<file path="src/timer_dma_burst_regs.vh">
/*
 Register offsets, field positions and reset values of the timer DMA burst window.
 Assumes a 32-bit AXI4-Lite byte address; every register takes one aligned word.
*/
`ifndef TIMER_DMA_BURST_REGS_VH
`define TIMER_DMA_BURST_REGS_VH

`define ADDR_CONTROL_ONE 32'h00000000
`define ADDR_BURST_CONTROL 32'h00000048
`define ADDR_ACCESS_PORT 32'h0000004C
`define ADDR_BURST_OPTION 32'h00000050

`define WORD_BURST_CONTROL 6'h12
`define WORD_ACCESS_PORT 6'h13
`define WORD_BURST_OPTION 6'h14
`define WORD_NONE 6'h3F

`define BANK_DEPTH 6'h12

`define BASE_LSB 0
`define BASE_MSB 4
`define LEN_LSB 8
`define LEN_MSB 12
`define BYTE_MODE_BIT 0

`define CONTROL_WRITE_MASK 16'h1F1F
`define RESET_BURST_CONTROL 16'h0000
`define RESET_ACCESS_PORT 16'h0000

`define RESP_OKAY 2'h0
`define RESP_SLVERR 2'h2

`endif

</file>
<file path="src/timer_dma_burst_window.v">
/*
 DMA burst access window of a timer, reached as an AXI4-Lite slave.
 Assumes the DMA master and software share clk; one write and one read under way at most.
*/
// The AXI4-Lite register port was decided locally.
`timescale 1ns/1ps
`include "timer_dma_burst_regs.vh"

module timer_dma_burst_window (
  input wire clk,
  input wire reset,
  input wire ce,
  input wire [31:0] s_axi_awaddr,
  input wire s_axi_awvalid,
  output reg s_axi_awready,
  input wire [31:0] s_axi_wdata,
  input wire [3:0] s_axi_wstrb,
  input wire s_axi_wvalid,
  output reg s_axi_wready,
  output reg [1:0] s_axi_bresp,
  output reg s_axi_bvalid,
  input wire s_axi_bready,
  input wire [31:0] s_axi_araddr,
  input wire s_axi_arvalid,
  output reg s_axi_arready,
  output reg [31:0] s_axi_rdata,
  output reg [1:0] s_axi_rresp,
  output reg s_axi_rvalid,
  input wire s_axi_rready,
  output reg [4:0] burstIndex,
  output reg byteMode
);
  reg [15:0] burstControl;
  reg [5:0] awWord;
  reg awHeld;
  reg [15:0] wData;
  reg [1:0] wBe;
  reg wHeld;
  reg [5:0] arWord;
  reg rdPend;

  wire [4:0] burstBaseOffset = burstControl[`BASE_MSB:`BASE_LSB];
  wire [4:0] burstLength = burstControl[`LEN_MSB:`LEN_LSB];

  // word index of an aligned address inside the window, else none
  function [5:0] wordOf;
    input [31:0] a;
    begin
      if (a[31:7] != 25'h0000000 || a[1:0] != 2'h0) begin
        wordOf = `WORD_NONE;
      end else if (a[6:2] > 5'h14) begin
        wordOf = `WORD_NONE;
      end else begin
        wordOf = {1'b0, a[6:2]};
      end
    end
  endfunction

  // register index reached through the port, counted from control one
  function [5:0] targetOf;
    input [4:0] base;
    input [4:0] idx;
    input [1:0] extra;
    begin
      targetOf = {1'b0, base} + {1'b0, idx} + {4'h0, extra};
    end
  endfunction

  // next index; wraps to zero once n plus one registers are covered
  function [4:0] advance;
    input [4:0] idx;
    input [4:0] len;
    input step2;
    reg [5:0] nxt;
    begin
      nxt = {1'b0, idx} + (step2 ? 6'h02 : 6'h01);
      if (nxt > {1'b0, len}) begin
        advance = 5'h00;
      end else begin
        advance = nxt[4:0];
      end
    end
  endfunction

  // true for a word that the target bank holds
  function inBank;
    input [5:0] w;
    begin
      inBank = (w < `BANK_DEPTH);
    end
  endfunction

  wire doWrite = awHeld && wHeld && !s_axi_bvalid;
  wire doRead = rdPend && !doWrite && !s_axi_rvalid;

  wire wPort = (awWord == `WORD_ACCESS_PORT);
  wire rPort = (arWord == `WORD_ACCESS_PORT);
  wire [5:0] tgt0 = targetOf(burstBaseOffset, burstIndex, 2'h0);
  wire [5:0] tgt1 = targetOf(burstBaseOffset, burstIndex, 2'h1);
  wire tgt0Ok = inBank(tgt0);
  wire tgt1Ok = inBank(tgt1) && (burstIndex < burstLength);
  wire wDirect = inBank(awWord);

  wire aEn = doWrite && (wDirect || (wPort && tgt0Ok));
  wire [4:0] aAddr = wPort ? tgt0[4:0] : awWord[4:0];
  // byte mode: upper byte of the item goes to the first register
  wire [15:0] aData = (wPort && byteMode) ? {8'h00, wData[15:8]} : wData;
  wire [1:0] aBe = (wPort && byteMode) ? 2'h3 : wBe;
  wire bEn = doWrite && wPort && byteMode && tgt1Ok;

  wire [5:0] rAddr0 = rPort ? tgt0 : arWord;
  wire [15:0] rData0;
  wire [15:0] rData1;

  timer_target_bank bank (
    .clk(clk),
    .reset(reset),
    .ce(ce),
    .aEn(aEn),
    .aAddr(aAddr),
    .aBe(aBe),
    .aData(aData),
    .bEn(bEn),
    .bAddr(tgt1[4:0]),
    .bData(wData[7:0]),
    .rAddr0(rAddr0),
    .rData0(rData0),
    .rAddr1(tgt1),
    .rData1(rData1)
  );

  reg [15:0] next_rdata;
  reg [1:0] next_rresp;

  always @* begin
    next_rresp = `RESP_OKAY;
    next_rdata = 16'h0000;
    case (arWord)
      `WORD_BURST_CONTROL: begin
        next_rdata = burstControl & `CONTROL_WRITE_MASK;
      end
      `WORD_ACCESS_PORT: begin
        if (byteMode) begin
          // pairs two registers back into one item, first one upper
          next_rdata = {rData0[7:0], tgt1Ok ? rData1[7:0] : 8'h00};
        end else begin
          next_rdata = rData0;
        end
      end
      `WORD_BURST_OPTION: begin
        next_rdata = {15'h0000, byteMode};
      end
      `WORD_NONE: begin
        next_rresp = `RESP_SLVERR;
      end
      default: begin
        next_rdata = rData0;
      end
    endcase
  end

  reg [4:0] next_burstIndex;

  // control or option writes restart the burst at the base offset
  always @* begin
    next_burstIndex = burstIndex;
    if (doWrite && (awWord == `WORD_BURST_CONTROL || awWord == `WORD_BURST_OPTION)) begin
      next_burstIndex = 5'h00;
    end else if (doWrite && wPort) begin
      next_burstIndex = advance(burstIndex, burstLength, byteMode);
    end else if (doRead && rPort) begin
      next_burstIndex = advance(burstIndex, burstLength, byteMode);
    end
  end

  // write address channel; ready stays low until the response is taken
  always @(posedge clk) begin
    if (reset) begin
      s_axi_awready <= 1'b1;
      awHeld <= 1'b0;
      awWord <= `WORD_NONE;
    end else if (ce) begin
      if (s_axi_awvalid && s_axi_awready) begin
        awWord <= wordOf(s_axi_awaddr);
        awHeld <= 1'b1;
        s_axi_awready <= 1'b0;
      end else if (doWrite) begin
        awHeld <= 1'b0;
      end
      if (s_axi_bvalid && s_axi_bready) begin
        s_axi_awready <= 1'b1;
      end
    end
  end

  // write data channel; only the low half word and its strobes are kept
  always @(posedge clk) begin
    if (reset) begin
      s_axi_wready <= 1'b1;
      wHeld <= 1'b0;
      wData <= 16'h0000;
      wBe <= 2'h0;
    end else if (ce) begin
      if (s_axi_wvalid && s_axi_wready) begin
        wData <= s_axi_wdata[15:0];
        wBe <= s_axi_wstrb[1:0];
        wHeld <= 1'b1;
        s_axi_wready <= 1'b0;
      end else if (doWrite) begin
        wHeld <= 1'b0;
      end
      if (s_axi_bvalid && s_axi_bready) begin
        s_axi_wready <= 1'b1;
      end
    end
  end

  // write response; addresses outside the window answer with an error
  always @(posedge clk) begin
    if (reset) begin
      s_axi_bvalid <= 1'b0;
      s_axi_bresp <= `RESP_OKAY;
    end else if (ce) begin
      if (doWrite) begin
        s_axi_bvalid <= 1'b1;
        s_axi_bresp <= (awWord == `WORD_NONE) ? `RESP_SLVERR : `RESP_OKAY;
      end else if (s_axi_bvalid && s_axi_bready) begin
        s_axi_bvalid <= 1'b0;
      end
    end
  end

  // read address channel; one read under way at a time
  always @(posedge clk) begin
    if (reset) begin
      s_axi_arready <= 1'b1;
      arWord <= `WORD_NONE;
      rdPend <= 1'b0;
    end else if (ce) begin
      if (s_axi_arvalid && s_axi_arready) begin
        arWord <= wordOf(s_axi_araddr);
        rdPend <= 1'b1;
        s_axi_arready <= 1'b0;
      end else if (doRead) begin
        rdPend <= 1'b0;
      end
      if (s_axi_rvalid && s_axi_rready) begin
        s_axi_arready <= 1'b1;
      end
    end
  end

  // read data; a write in the same cycle goes first so the index moves once
  always @(posedge clk) begin
    if (reset) begin
      s_axi_rvalid <= 1'b0;
      s_axi_rdata <= 32'h00000000;
      s_axi_rresp <= `RESP_OKAY;
    end else if (ce) begin
      if (doRead) begin
        s_axi_rvalid <= 1'b1;
        s_axi_rdata <= {16'h0000, next_rdata};
        s_axi_rresp <= next_rresp;
      end else if (s_axi_rvalid && s_axi_rready) begin
        s_axi_rvalid <= 1'b0;
      end
    end
  end

  // burst control and option
  always @(posedge clk) begin
    if (reset) begin
      burstControl <= `RESET_BURST_CONTROL;
      byteMode <= 1'b0;
    end else if (ce) begin
      if (doWrite && awWord == `WORD_BURST_CONTROL) begin
        // reserved bits never store, so they read back as zero
        burstControl <= {wBe[1] ? wData[15:8] : burstControl[15:8],
                         wBe[0] ? wData[7:0] : burstControl[7:0]}
                        & `CONTROL_WRITE_MASK;
      end
      if (doWrite && awWord == `WORD_BURST_OPTION && wBe[0]) begin
        byteMode <= wData[`BYTE_MODE_BIT];
      end
    end
  end

  // burst index; only the window's own bus traffic moves it
  always @(posedge clk) begin
    if (reset) begin
      burstIndex <= 5'h00;
    end else if (ce) begin
      burstIndex <= next_burstIndex;
    end
  end

endmodule

</file>
<file path="src/timer_target_bank.v">
/*
 Storage for the timer registers that the burst window redirects to (words 0x00..0x44).
 Assumes one writer per port per cycle; port b writes the low byte and clears the high byte.
*/
`timescale 1ns/1ps
`include "timer_dma_burst_regs.vh"

module timer_target_bank (
  input wire clk,
  input wire reset,
  input wire ce,
  input wire aEn,
  input wire [4:0] aAddr,
  input wire [1:0] aBe,
  input wire [15:0] aData,
  input wire bEn,
  input wire [4:0] bAddr,
  input wire [7:0] bData,
  input wire [5:0] rAddr0,
  output wire [15:0] rData0,
  input wire [5:0] rAddr1,
  output wire [15:0] rData1
);
  reg [15:0] mem [0:17];
  integer i;

  // words past the bank read as zero so a runaway burst cannot alias
  assign rData0 = (rAddr0 < `BANK_DEPTH) ? mem[rAddr0[4:0]] : 16'h0000;
  assign rData1 = (rAddr1 < `BANK_DEPTH) ? mem[rAddr1[4:0]] : 16'h0000;

  always @(posedge clk) begin
    if (reset) begin
      for (i = 0; i < 18; i = i + 1) begin
        mem[i] <= 16'h0000;
      end
    end else if (ce) begin
      if (aEn && aBe[0]) begin
        mem[aAddr][7:0] <= aData[7:0];
      end
      if (aEn && aBe[1]) begin
        mem[aAddr][15:8] <= aData[15:8];
      end
      if (bEn) begin
        mem[bAddr] <= {8'h00, bData};
      end
    end
  end

endmodule

</file>
<file path="config.mk">
export PLATFORM = sky130hd
export DESIGN_NAME = timer_dma_burst_window
export DESIGN_NICKNAME = d
export VERILOG_FILES = /design/src/timer_dma_burst_window.v /design/src/timer_target_bank.v
export VERILOG_INCLUDE_DIRS = /design/src /design/src/src
export SDC_FILE = /design/constraint.sdc
export NUM_CORES = 1
export LEC_CHECK = 0
export ABC_AREA = 0
export BUFFER_PORTS_ARGS = -buffer_cell sky130_fd_sc_hd__buf_2
export CORE_MARGIN = 2
export CORE_UTILIZATION = 47
export DETAILED_ROUTE_END_ITERATION = 6
export HOLD_SLACK_MARGIN = 0.03
export PLACE_DENSITY_LB_ADDON = 0.12
export SETUP_SLACK_MARGIN = 0.15
export SYNTH_ARGS = -nofsm -noshare
export SYNTH_HDL_FRONTEND = slang
export SYNTH_HIERARCHICAL = 1
export SYNTH_SLANG_ARGS = --single-unit
</file>
<file path="constraint.sdc">
create_clock -name clk -period 6.9 [get_ports clk]
set_input_delay 0.69 -clock clk [delete_from_list [all_inputs] [get_ports clk]]
set_output_delay 0.69 -clock clk [all_outputs]
set_load 0.02 [all_outputs]
</file>
### Yosys cells after proc, flatten, opt, wreduce, memory -nomap -nowiden

Memory sizes are Yosys's and may differ from the RTL's.
Index checks and enable logic that the tools add are counted.

| storage, ports and cells | value |
|---|---|
| register bits after elaboration | 74 |
| memory bits (writable) | 288 |
| bits of input ports | 108 |
| output and inout bits | 47 |
| memories | 1 |

Memory list:

| name | depth | bits a word | rd ports | clocked after memory_dff | wr ports | line | RTL |
|---|---|---|---|---|---|---|---|
| bank.mem | 18 | 16 | 2 | 0 | 18 | timer_target_bank.v:24 | `reg [15:0] mem [0:17];` |

| cells by class | value |
|---|---|
| $add $sub $neg | 3 |
| order comparisons | 8 |
| eq/ne operators | 8 |
| multiplexer cells | 55 |
| reductions and logical operators | 62 |

Operators by type and width:

| kind | count |
|---|---|
| $mux 16 | 5 |
| $pmux 16 s4 | 1 |
| $reduce_bool 25->1 | 2 |
| $eq 6x5->1 const B | 6 |
| $mux 5 | 7 |
| $reduce_or 16->1 | 2 |
| $mux 1 | 30 |
| $mux 6 | 5 |
| $reduce_and 2->1 | 15 |
| $lt 6x5->1 const B | 4 |
| $logic_and 1x1->1 | 23 |
| $reduce_bool 2->1 | 10 |
| $mux 8 | 2 |
| $eq 6x6->1 const B | 2 |
| $gt 5x5->1 const B | 2 |
| $mux 2 | 5 |
| $add 5x2->6 | 1 |
| $add 5x5->6 | 1 |
| $add 6x1->6 const B | 1 |
| $gt 6x5->1 | 1 |
| $reduce_and 3->1 | 2 |
| $lt 5x5->1 | 1 |
| $logic_or 1x1->1 | 4 |
| $logic_not 1->1 | 3 |
| $reduce_bool 3->1 | 1 |

### Logic depth before layout (Yosys ltp)

Gate-level depths: netlist of the first run.

| depth | value |
|---|---|
| depth in word-level cells | 12 |
| depth in mapped cells | 17 |

### Cells and area by module

Netlist of the first run, hierarchy kept.

Modules (own cells, without submodules):

| module | instances | cells an instance | area an instance (µm²) | sequential area each (µm²) |
|---|---|---|---|---|
| timer_target_bank | 1 | 1815 | 17687.0 | 7206.9 |
| timer_dma_burst_window | 1 | 534 | 4277.9 | 1441.4 |

### Worst setup path before layout of the first run

OpenSTA, ideal clock, no wires.

| timing path | value |
|---|---|
| kind | register to register |
| start | register burstIndex[0] |
| end | memory bank.mem[10][0], enable pin |
| data arrival time | 4.279 ns |
| required time | 6.516 ns |
| path slack | 2.237 ns |
| cell stages (with the launch flop) | 16 |
| buffers on the path | 2 |
| cell sequence | dfxtp_1 ha_1 inv_1 fa_1 nand2b_1 a21oi_1 xor2_1 and4_1 o221ai_1 nor4_1 nand4bb_1 buf_2 nor3_2 buf_2 nor2_1 o21ai_0 |

RTL lines:

| element | line | RTL |
|---|---|---|
| start, declared | timer_dma_burst_window.v:30 | `output reg [4:0] burstIndex,` |
| start signal, assigned | timer_dma_burst_window.v:293 | `burstIndex <= next_burstIndex;` |
| end, declared | timer_target_bank.v:24 |  |

==> summary.txt, run 1 <==
Outcome
  • Outcome: finished, final reports clean

Floorplan
  • Die extent in x: around 210 um
  • Num rows: 77
  • Starting utilization of the core area: 0.4739
  • Placeable Area: between 40000 and 50000 um^2
  • Num ports: ~160
  • Die Area: 45990 um^2
  • Die Height: 214.5 um

Placement
  • Count of input and output buffers: between 100 and 150
  • Gpl congestion: around 0.94
  • DPL Wire Length: around 52 mm

Timing
  • Slew at the pin closest to its max-slew limit: approximately 1400 ps
  • Relative slew margins: 0.08586
  • Final setup violation count: 0
  • Share of the clock period used by the worst path: 0.8181
  • Total negative setup slack: 0 ps
  • RSZ-0062 raised after global routing: false
  • Highest achievable clock rate: 177.2 MHz
  • Pins over their slew limit: 0
  • Total count of hold-check failures in the final report: 0
  • Final worst path period need: approximately 5600 ps
  • Clock Skew: about 21 ps

Pwr
  • Standby leakage power: a little under 0.009 uW
  • Clock share of power: 0.458
  • P per Cell Area: around 220 nW/um^2
  • Relative contribution of combinational cells to total power: 0.074
  • Net Sw Power: between 1000 and 1500 uW
  • Sw Share: 0.2441
  • Design internal power: 3708 uW
  • Share of power burned in registers: 0.468
  • Maximum resistive drop on vdd: around 150 uV

Hold path
  • Kind of path behind the tightest hold check: in -> reg
  • Startpoint of the lowest-slack hold path: s_axi_wdata[15]

Drt
  • Met2 wire len: between 30 and 40 mm
  • Post-route met1 wirelength: 29.45 mm
  • Total wire length: approximately 75 mm
  • Final routed wire length divided by cell count: between 20 and 30 um
  • Via count: approximately 18k
  • Remaining routing DRC violations: 0
  • Routed via count divided by cell count: between 6 and 7
  • Number of iterations in the first detailed-routing pass: 5
  • Top Layer Used: met5
  • Antenna Nets Post-Route: 0
  • 1st-iter DRT viols: roughly 2.0k
  • Met3 wire len: 6.945 mm

Cells and area
  • Antenna cell count: 0
  • P&R area growth vs syn: 9.370%
  • Final Net Count: 2308
  • Number of filler cells placed in the layout: around 4.1k
  • Post-route core utilization: 0.5183
  • Fraction of layout instances using a drive strength above 1: 0.1658

Worst setup path
  • Nature of the critical path startpoint: flip-flop
  • FF-to-FF Start: burstIndex[1]
  • Maximum fanout along the worst path: 11
  • Arrival @ worst endpoint: 5870 ps
  • Origin of the worst setup path: burstIndex[1]
  • Path type of the worst setup path: reg -> reg
  • R2R Setup Slk: 1260 ps
  • Data required time of the critical path: roughly 7000 ps
  • Critical path endpoint category: flip-flop

Clock network
  • Root buffer cell: sky130_fd_sc_hd__clkbuf_16
  • H-tree levels: 2
  • CTS tree: yes
  • Clock Sink Count: 360
  • Later-pin clock latency in the skew report: around 580 ps
  • Hold-fix buffer count after cts: 0
  • Post-cts gate resize count: 0
  • Number of buffers inserted to repair setup after CTS: 0
  • Clock input transition at the sequential cells of the worst setup and hold paths: approximately 60 ps
  • Total CTS buffers: 42
  • Max clock buf depth: 3

Global route
  • Number of antenna violations at the first check in global routing: 2
  • Final global-route overflow total: 0
  • First-pass GRT wire length: 110.9 mm
  • Overall routing resource usage: 0.3188
  • Largest net degree at the start of global routing: 86
  • Via count of the first global-routing pass: about 17k

Job
  • Max-cap viol count: 0

Logic synthesis
  • Synth Instances: between 2k and 2.5k
  • Syn_area_per_cell: between 9 and 10 um^2
  • Post-Syn Area: 20820 um^2
  • Warnings, synthesis: 6
## power groups by stage
stage / logic [uW] / registers [uW] / clock network (uW)
2_1_floorplan: 235 / 2330 / 0
3_3_place_gp: 350 / 2340 / 0
3_5_place_dp: 354 / 2340 / 0
4_1_cts: 355 / 2290 / 2260
5_1_grt: 379 / 2300 / 2350
6_report: 363 / 2300 / 2250
## cells in the final DEF, fill, tap and decap left out, drive strengths merged, types with 18 or more instances in the layout
cell type  instances
nand3            160
o211ai            44
a21oi            154
o31ai             25
a211oi            36
nand2            302
edfxtp           144
o22ai             20
buf              171
nor3              55
or3               25
a22oi             24
mux2i            118
clkbuf            67
o2111ai           24
nand4             35
conb              18
mux4              60
dfxtp            216
o21ai             83
and3              29
inv               22
nor2              80
o21a              24
a22o              58
## sequential cells by signal (all words and copies together) (netlist names)
register	flops
bank/mem	288
s_axi_rdata	16
wData	16
burstControl	10
arWord	6
awWord	6
burstIndex	5
wBe	2
awHeld	1
byteMode	1
rdPend	1
s_axi_arready	1
s_axi_awready	1
s_axi_bresp	1
s_axi_bvalid	1
s_axi_rresp	1
s_axi_rvalid	1
s_axi_wready	1
wHeld	1
## path summary, 6_finish.rpt
kind | cells after the start | to
worst max register to register | 12 | bank/mem[2][6]
worst min register to register | 2 | bank/mem[11][14]
worst min-delay path | 3 | wData[15]
worst max-delay path | 12 | bank/mem[2][6]
## layout make-up
cell class              instances  area, um^2  share of cell area
clock buffers                  67        1226             0.05386
clock inverters                 9       126.4            0.005550
inverters                      21       81.33            0.003572
multi-input cells            1585       10930              0.4800
flip-flops and latches        360        8648              0.3798
well taps                     592       740.7             0.03253
repair buffers                171        1016             0.04462
## worst max-delay path, stage by stage (launching register included)
cell and delay [ps]:
sky130_fd_sc_hd__dfxtp_1 530, sky130_fd_sc_hd__inv_1 130, sky130_fd_sc_hd__fa_1 470, sky130_fd_sc_hd__xnor2_1 720
sky130_fd_sc_hd__and3_1 290, sky130_fd_sc_hd__and4_1 210, sky130_fd_sc_hd__o221ai_1 430, sky130_fd_sc_hd__nor4_1 490
sky130_fd_sc_hd__buf_4 220, sky130_fd_sc_hd__nand4bb_1 370, sky130_fd_sc_hd__buf_4 330, sky130_fd_sc_hd__nor3_2 600
sky130_fd_sc_hd__or3_1 480
## metrics by stage
step,hold slack [ps],cells,area (um^2),power [uW],worst slack (ps)
floorplan,440.1,2250,20880,2564,2237
global route,357.7,2805,22770,5025,909.5
global placement,448.0,2729,21420,2688,1415
finish,346.8,2805,22770,4905,1255
detailed placement,455.8,2729,21420,2693,1431
CTS,331.4,2805,22770,4908,1399
## metal layers
layer	track usage	vias up
met4	0.1808	4
met1	0.4119	8931
met2	0.5030	915
met3	0.06071	217
met5	0	-
li1	-	8190
Note: power is estimated with default switching activity, not from simulation.
==> run 2, diff against run 1 <==
Clock period 6.9 ns to 4.8 ns, I/O delays scaled along.
==> run 2 against run 1 <==
Fmax up 24%. Critical path depth fell by 1. Design area rose by 2.0%. Global-route usage fell by 1.4 points. Non-clock buffer count up 72. Clock power increased by 33%. Final cell count up 2.5%. Setup slack got worse by 1000 ps. Die area unchanged. Sequential cell count is the same. Power rose by 38%. Register-to-register slack worse by 1000 ps. Critical path type unchanged. Critical endpoint is now bank/mem[5][0]. Largest cell class unchanged. Largest power group unchanged.
==> summary.txt, run 2 (synthesis results as in run 1) <==
Outcome
  • Outcome: finished, final reports clean

Floorplan
  • Die extent in x: 214.5 um (unchanged)
  • Num rows: 77 (unchanged)
  • Starting utilization of the core area: 0.4739 (unchanged)
  • Num ports: 155 (unchanged)
  • Die Height: 214.5 um (unchanged)
  • Placeable Area: 43930 um^2 (unchanged)
  • Die Area: 45990 um^2 (unchanged)

Placement
  • DPL Wire Length: 51.29 mm (-0.52%)
  • Count of input and output buffers: 118 (unchanged)
  • Gpl congestion: 0.9083 (-3.5%)
  • Post-placement cell area: 21960 um^2 (+2.5%)

Clock network
  • Post-cts gate resize count: 0 (unchanged)
  • Max clock buf depth: 3 (unchanged)
  • Root buffer cell: sky130_fd_sc_hd__clkbuf_16
  • Clock input transition at the sequential cells of the worst setup and hold paths: 60 ps (about the same)
  • Clock Sink Count: 360 (unchanged)
  • Number of buffers inserted to repair setup after CTS: 0 (unchanged)
  • Hold-fix buffer count after cts: 0 (unchanged)
  • H-tree levels: 2 (unchanged)
  • Total CTS buffers: 40 (-4.8%)
  • Later-pin clock latency in the skew report: 590 ps (about the same)
  • CTS tree: yes

Timing
  • Share of the clock period used by the worst path: 0.9491 (+0.1310)
  • Total negative setup slack: 0 ps (unchanged)
  • Pins over their slew limit: 0 (unchanged)
  • Clock Skew: 25.24 ps (+4.616 ps)
  • Relative slew margins: 0.2044 (+0.1185)
  • Final worst path period need: 4555 ps (-1089 ps)
  • Highest achievable clock rate: 219.5 MHz (+24%)
  • Slew at the pin closest to its max-slew limit: 1188 ps (-173.1 ps)
  • Final setup violation count: 0 (unchanged)
  • RSZ-0062 raised after global routing: true
  • Total count of hold-check failures in the final report: 0 (unchanged)

Global route
  • Number of antenna violations at the first check in global routing: 3 (+1)
  • Routing usage on met3: 0.05617 (-0.004539)
  • Grt met2 use: 0.4900 (-0.01299)
  • First-pass GRT wire length: 108.3 mm (-2.3%)
  • Most Used Layer, Global Route: met2
  • Final global-route overflow total: 0 (unchanged)
  • Via count of the first global-routing pass: 17.96k (+3.1%)
  • Global routing met1 resource utilization: 0.4026 (-0.009301)
  • Largest net degree at the start of global routing: 75 (-13%)
  • Overall routing resource usage: 0.3045 (-0.01423)

Worst setup path
  • R2R Setup Slk: 240 ps (-1010 ps)
  • Critical path endpoint category: flip-flop
  • Maximum fanout along the worst path: 17 (+6)
  • Depth of the worst register-to-register path: 11 (-1)
  • Path type of the worst setup path: reg -> reg
  • Arrival @ worst endpoint: 4850 ps (-1020 ps)
  • Origin of the worst setup path: burstIndex[1]
  • Destination of the worst register-to-register timing path: bank/mem[5][0]
  • Data required time of the critical path: 5090 ps (-2040 ps)
  • Crit path capture: bank/mem[5][0]
  • FF-to-FF Start: burstIndex[1]
  • Nature of the critical path startpoint: flip-flop

Cells and area
  • Largest register FFs: 288 (unchanged)
  • Most frequent standard cell in the layout excluding fill and tap cells: sky130_fd_sc_hd__nand2_1
  • Fraction of layout instances using a drive strength above 1: 0.1917 (+0.02583)
  • Largest Register: bank/mem
  • Commonest cells after routing, fill and taps aside: 301 x sky130_fd_sc_hd__nand2_1, 216 x sky130_fd_sc_hd__dfxtp_1, 159 x sky130_fd_sc_hd__nand3_1, 154 x sky130_fd_sc_hd__a21oi_1, 144 x sky130_fd_sc_hd__edfxtp_1
  • Final design instance area without fill: 23210 um^2 (+2.0%)
  • Regs by FF count: bank/mem (288), s_axi_rdata (16), wData (16)
  • Final Net Count: 2378 (+3.0%)
  • P&R area growth vs syn: 11.52%

Drt
  • Routed via count divided by cell count: 6.412 (-1.5%)
  • Antenna Nets Post-Route: 0 (unchanged)
  • Final routed wire length divided by cell count: 24.70 um (-7.2%)
  • Remaining routing DRC violations: 0 (unchanged)
  • Total wire length: 71.01 mm (-4.9%)
  • 1st-iter DRT viols: 1805 (-9.5%)
  • Via count: 18.43k (+0.97%)
  • Number of iterations in the first detailed-routing pass: 5 (unchanged)

Job
  • Max-cap viol count: 0 (unchanged)

Pwr
  • Maximum resistive drop on vdd: 256.2 uV (+66%)
  • Standby leakage power: 0.008962 uW (+3.7%)
  • P per Cell Area: 292.5 nW/um^2 (+36%)

Hold path
  • Kind of path behind the tightest hold check: in -> reg
## run 2: cell count changes in the layout (fill, tap and decap cells not counted), moves of 2 or more
cell	previous run	this run
sky130_fd_sc_hd__diode_2	0	3
sky130_fd_sc_hd__clkinv_1	0	7
sky130_fd_sc_hd__buf_4	52	125
sky130_fd_sc_hd__bufinv_16	3	1
sky130_fd_sc_hd__clkbuf_16	43	41
sky130_fd_sc_hd__clkbuf_1	18	11
## run 2: worst max-delay path: stages, from the launching register on
cell and delay (ps):
sky130_fd_sc_hd__dfxtp_1 510, sky130_fd_sc_hd__inv_1 120, sky130_fd_sc_hd__fa_1 620, sky130_fd_sc_hd__inv_1 170
sky130_fd_sc_hd__ha_1 220, sky130_fd_sc_hd__inv_1 110, sky130_fd_sc_hd__xnor2_2 930, sky130_fd_sc_hd__or3b_1 540
sky130_fd_sc_hd__or3_1 370, sky130_fd_sc_hd__buf_4 210, sky130_fd_sc_hd__nand3_1 310, sky130_fd_sc_hd__o21ai_0 140
## run 2: routing by layer
metal  share of wire  vias to the layer above
li1                -                     8329
met1            0.42                     9097
met2            0.46                      834
met3           0.079                      174
met4           0.042                        0
met5               0                        -
## run 2: cell type report
class | instances | area, um^2
Antenna cell | 3 | 7.507
Clock buffer | 57 | 1136
Clock inverter | 14 | 93.84
Fill cell | 4106 | 20720
Inverter | 21 | 81.33
Multi-Input combinational cell | 1585 | 10960
Sequential cell | 360 | 8648
Tap cell | 592 | 740.7
Timing Repair Buffer | 243 | 1544
## run 2: worst min path at each step
stage / start / to / slack (ps) / cells after the start
CTS: s_axi_araddr[5] / arWord[3] / 110 / 3
global route: s_axi_wdata[3] / wData[3] / 150 / 3
detailed placement: bank/mem[10][12] / bank/mem[10][12] / 460 / 2
finish: s_axi_araddr[2] / arWord[0] / 130 / 3
floorplan: bank/mem[3][11] / bank/mem[3][11] / 440 / 2
global placement: bank/mem[11][12] / bank/mem[11][12] / 450 / 2
## run 2: metrics by stage
step	cells	util	power, uW	worst slack, ps	hold WS, ps
after global placement	2801	0.4998	3851	484.4	446.6
after floorplan	2250	-	3684	268.5	440.1
after detailed placement	2801	0.4998	3861	359.5	455.6
after global routing	2872	0.5283	6971	32.90	149.7
after CTS	2872	0.5278	6806	303.9	111.4
final	2875	0.5284	6790	244.5	128.0
## run 2: power breakdown
part / internal (uW) / leakage [uW] / switching, uW
logic: 186 / 0.00516 / 307
registers: 3240 / 0.00320 / 67.0
clock network: 1700 / 0.000604 / 1290
total: 5130 / 0.00896 / 1660
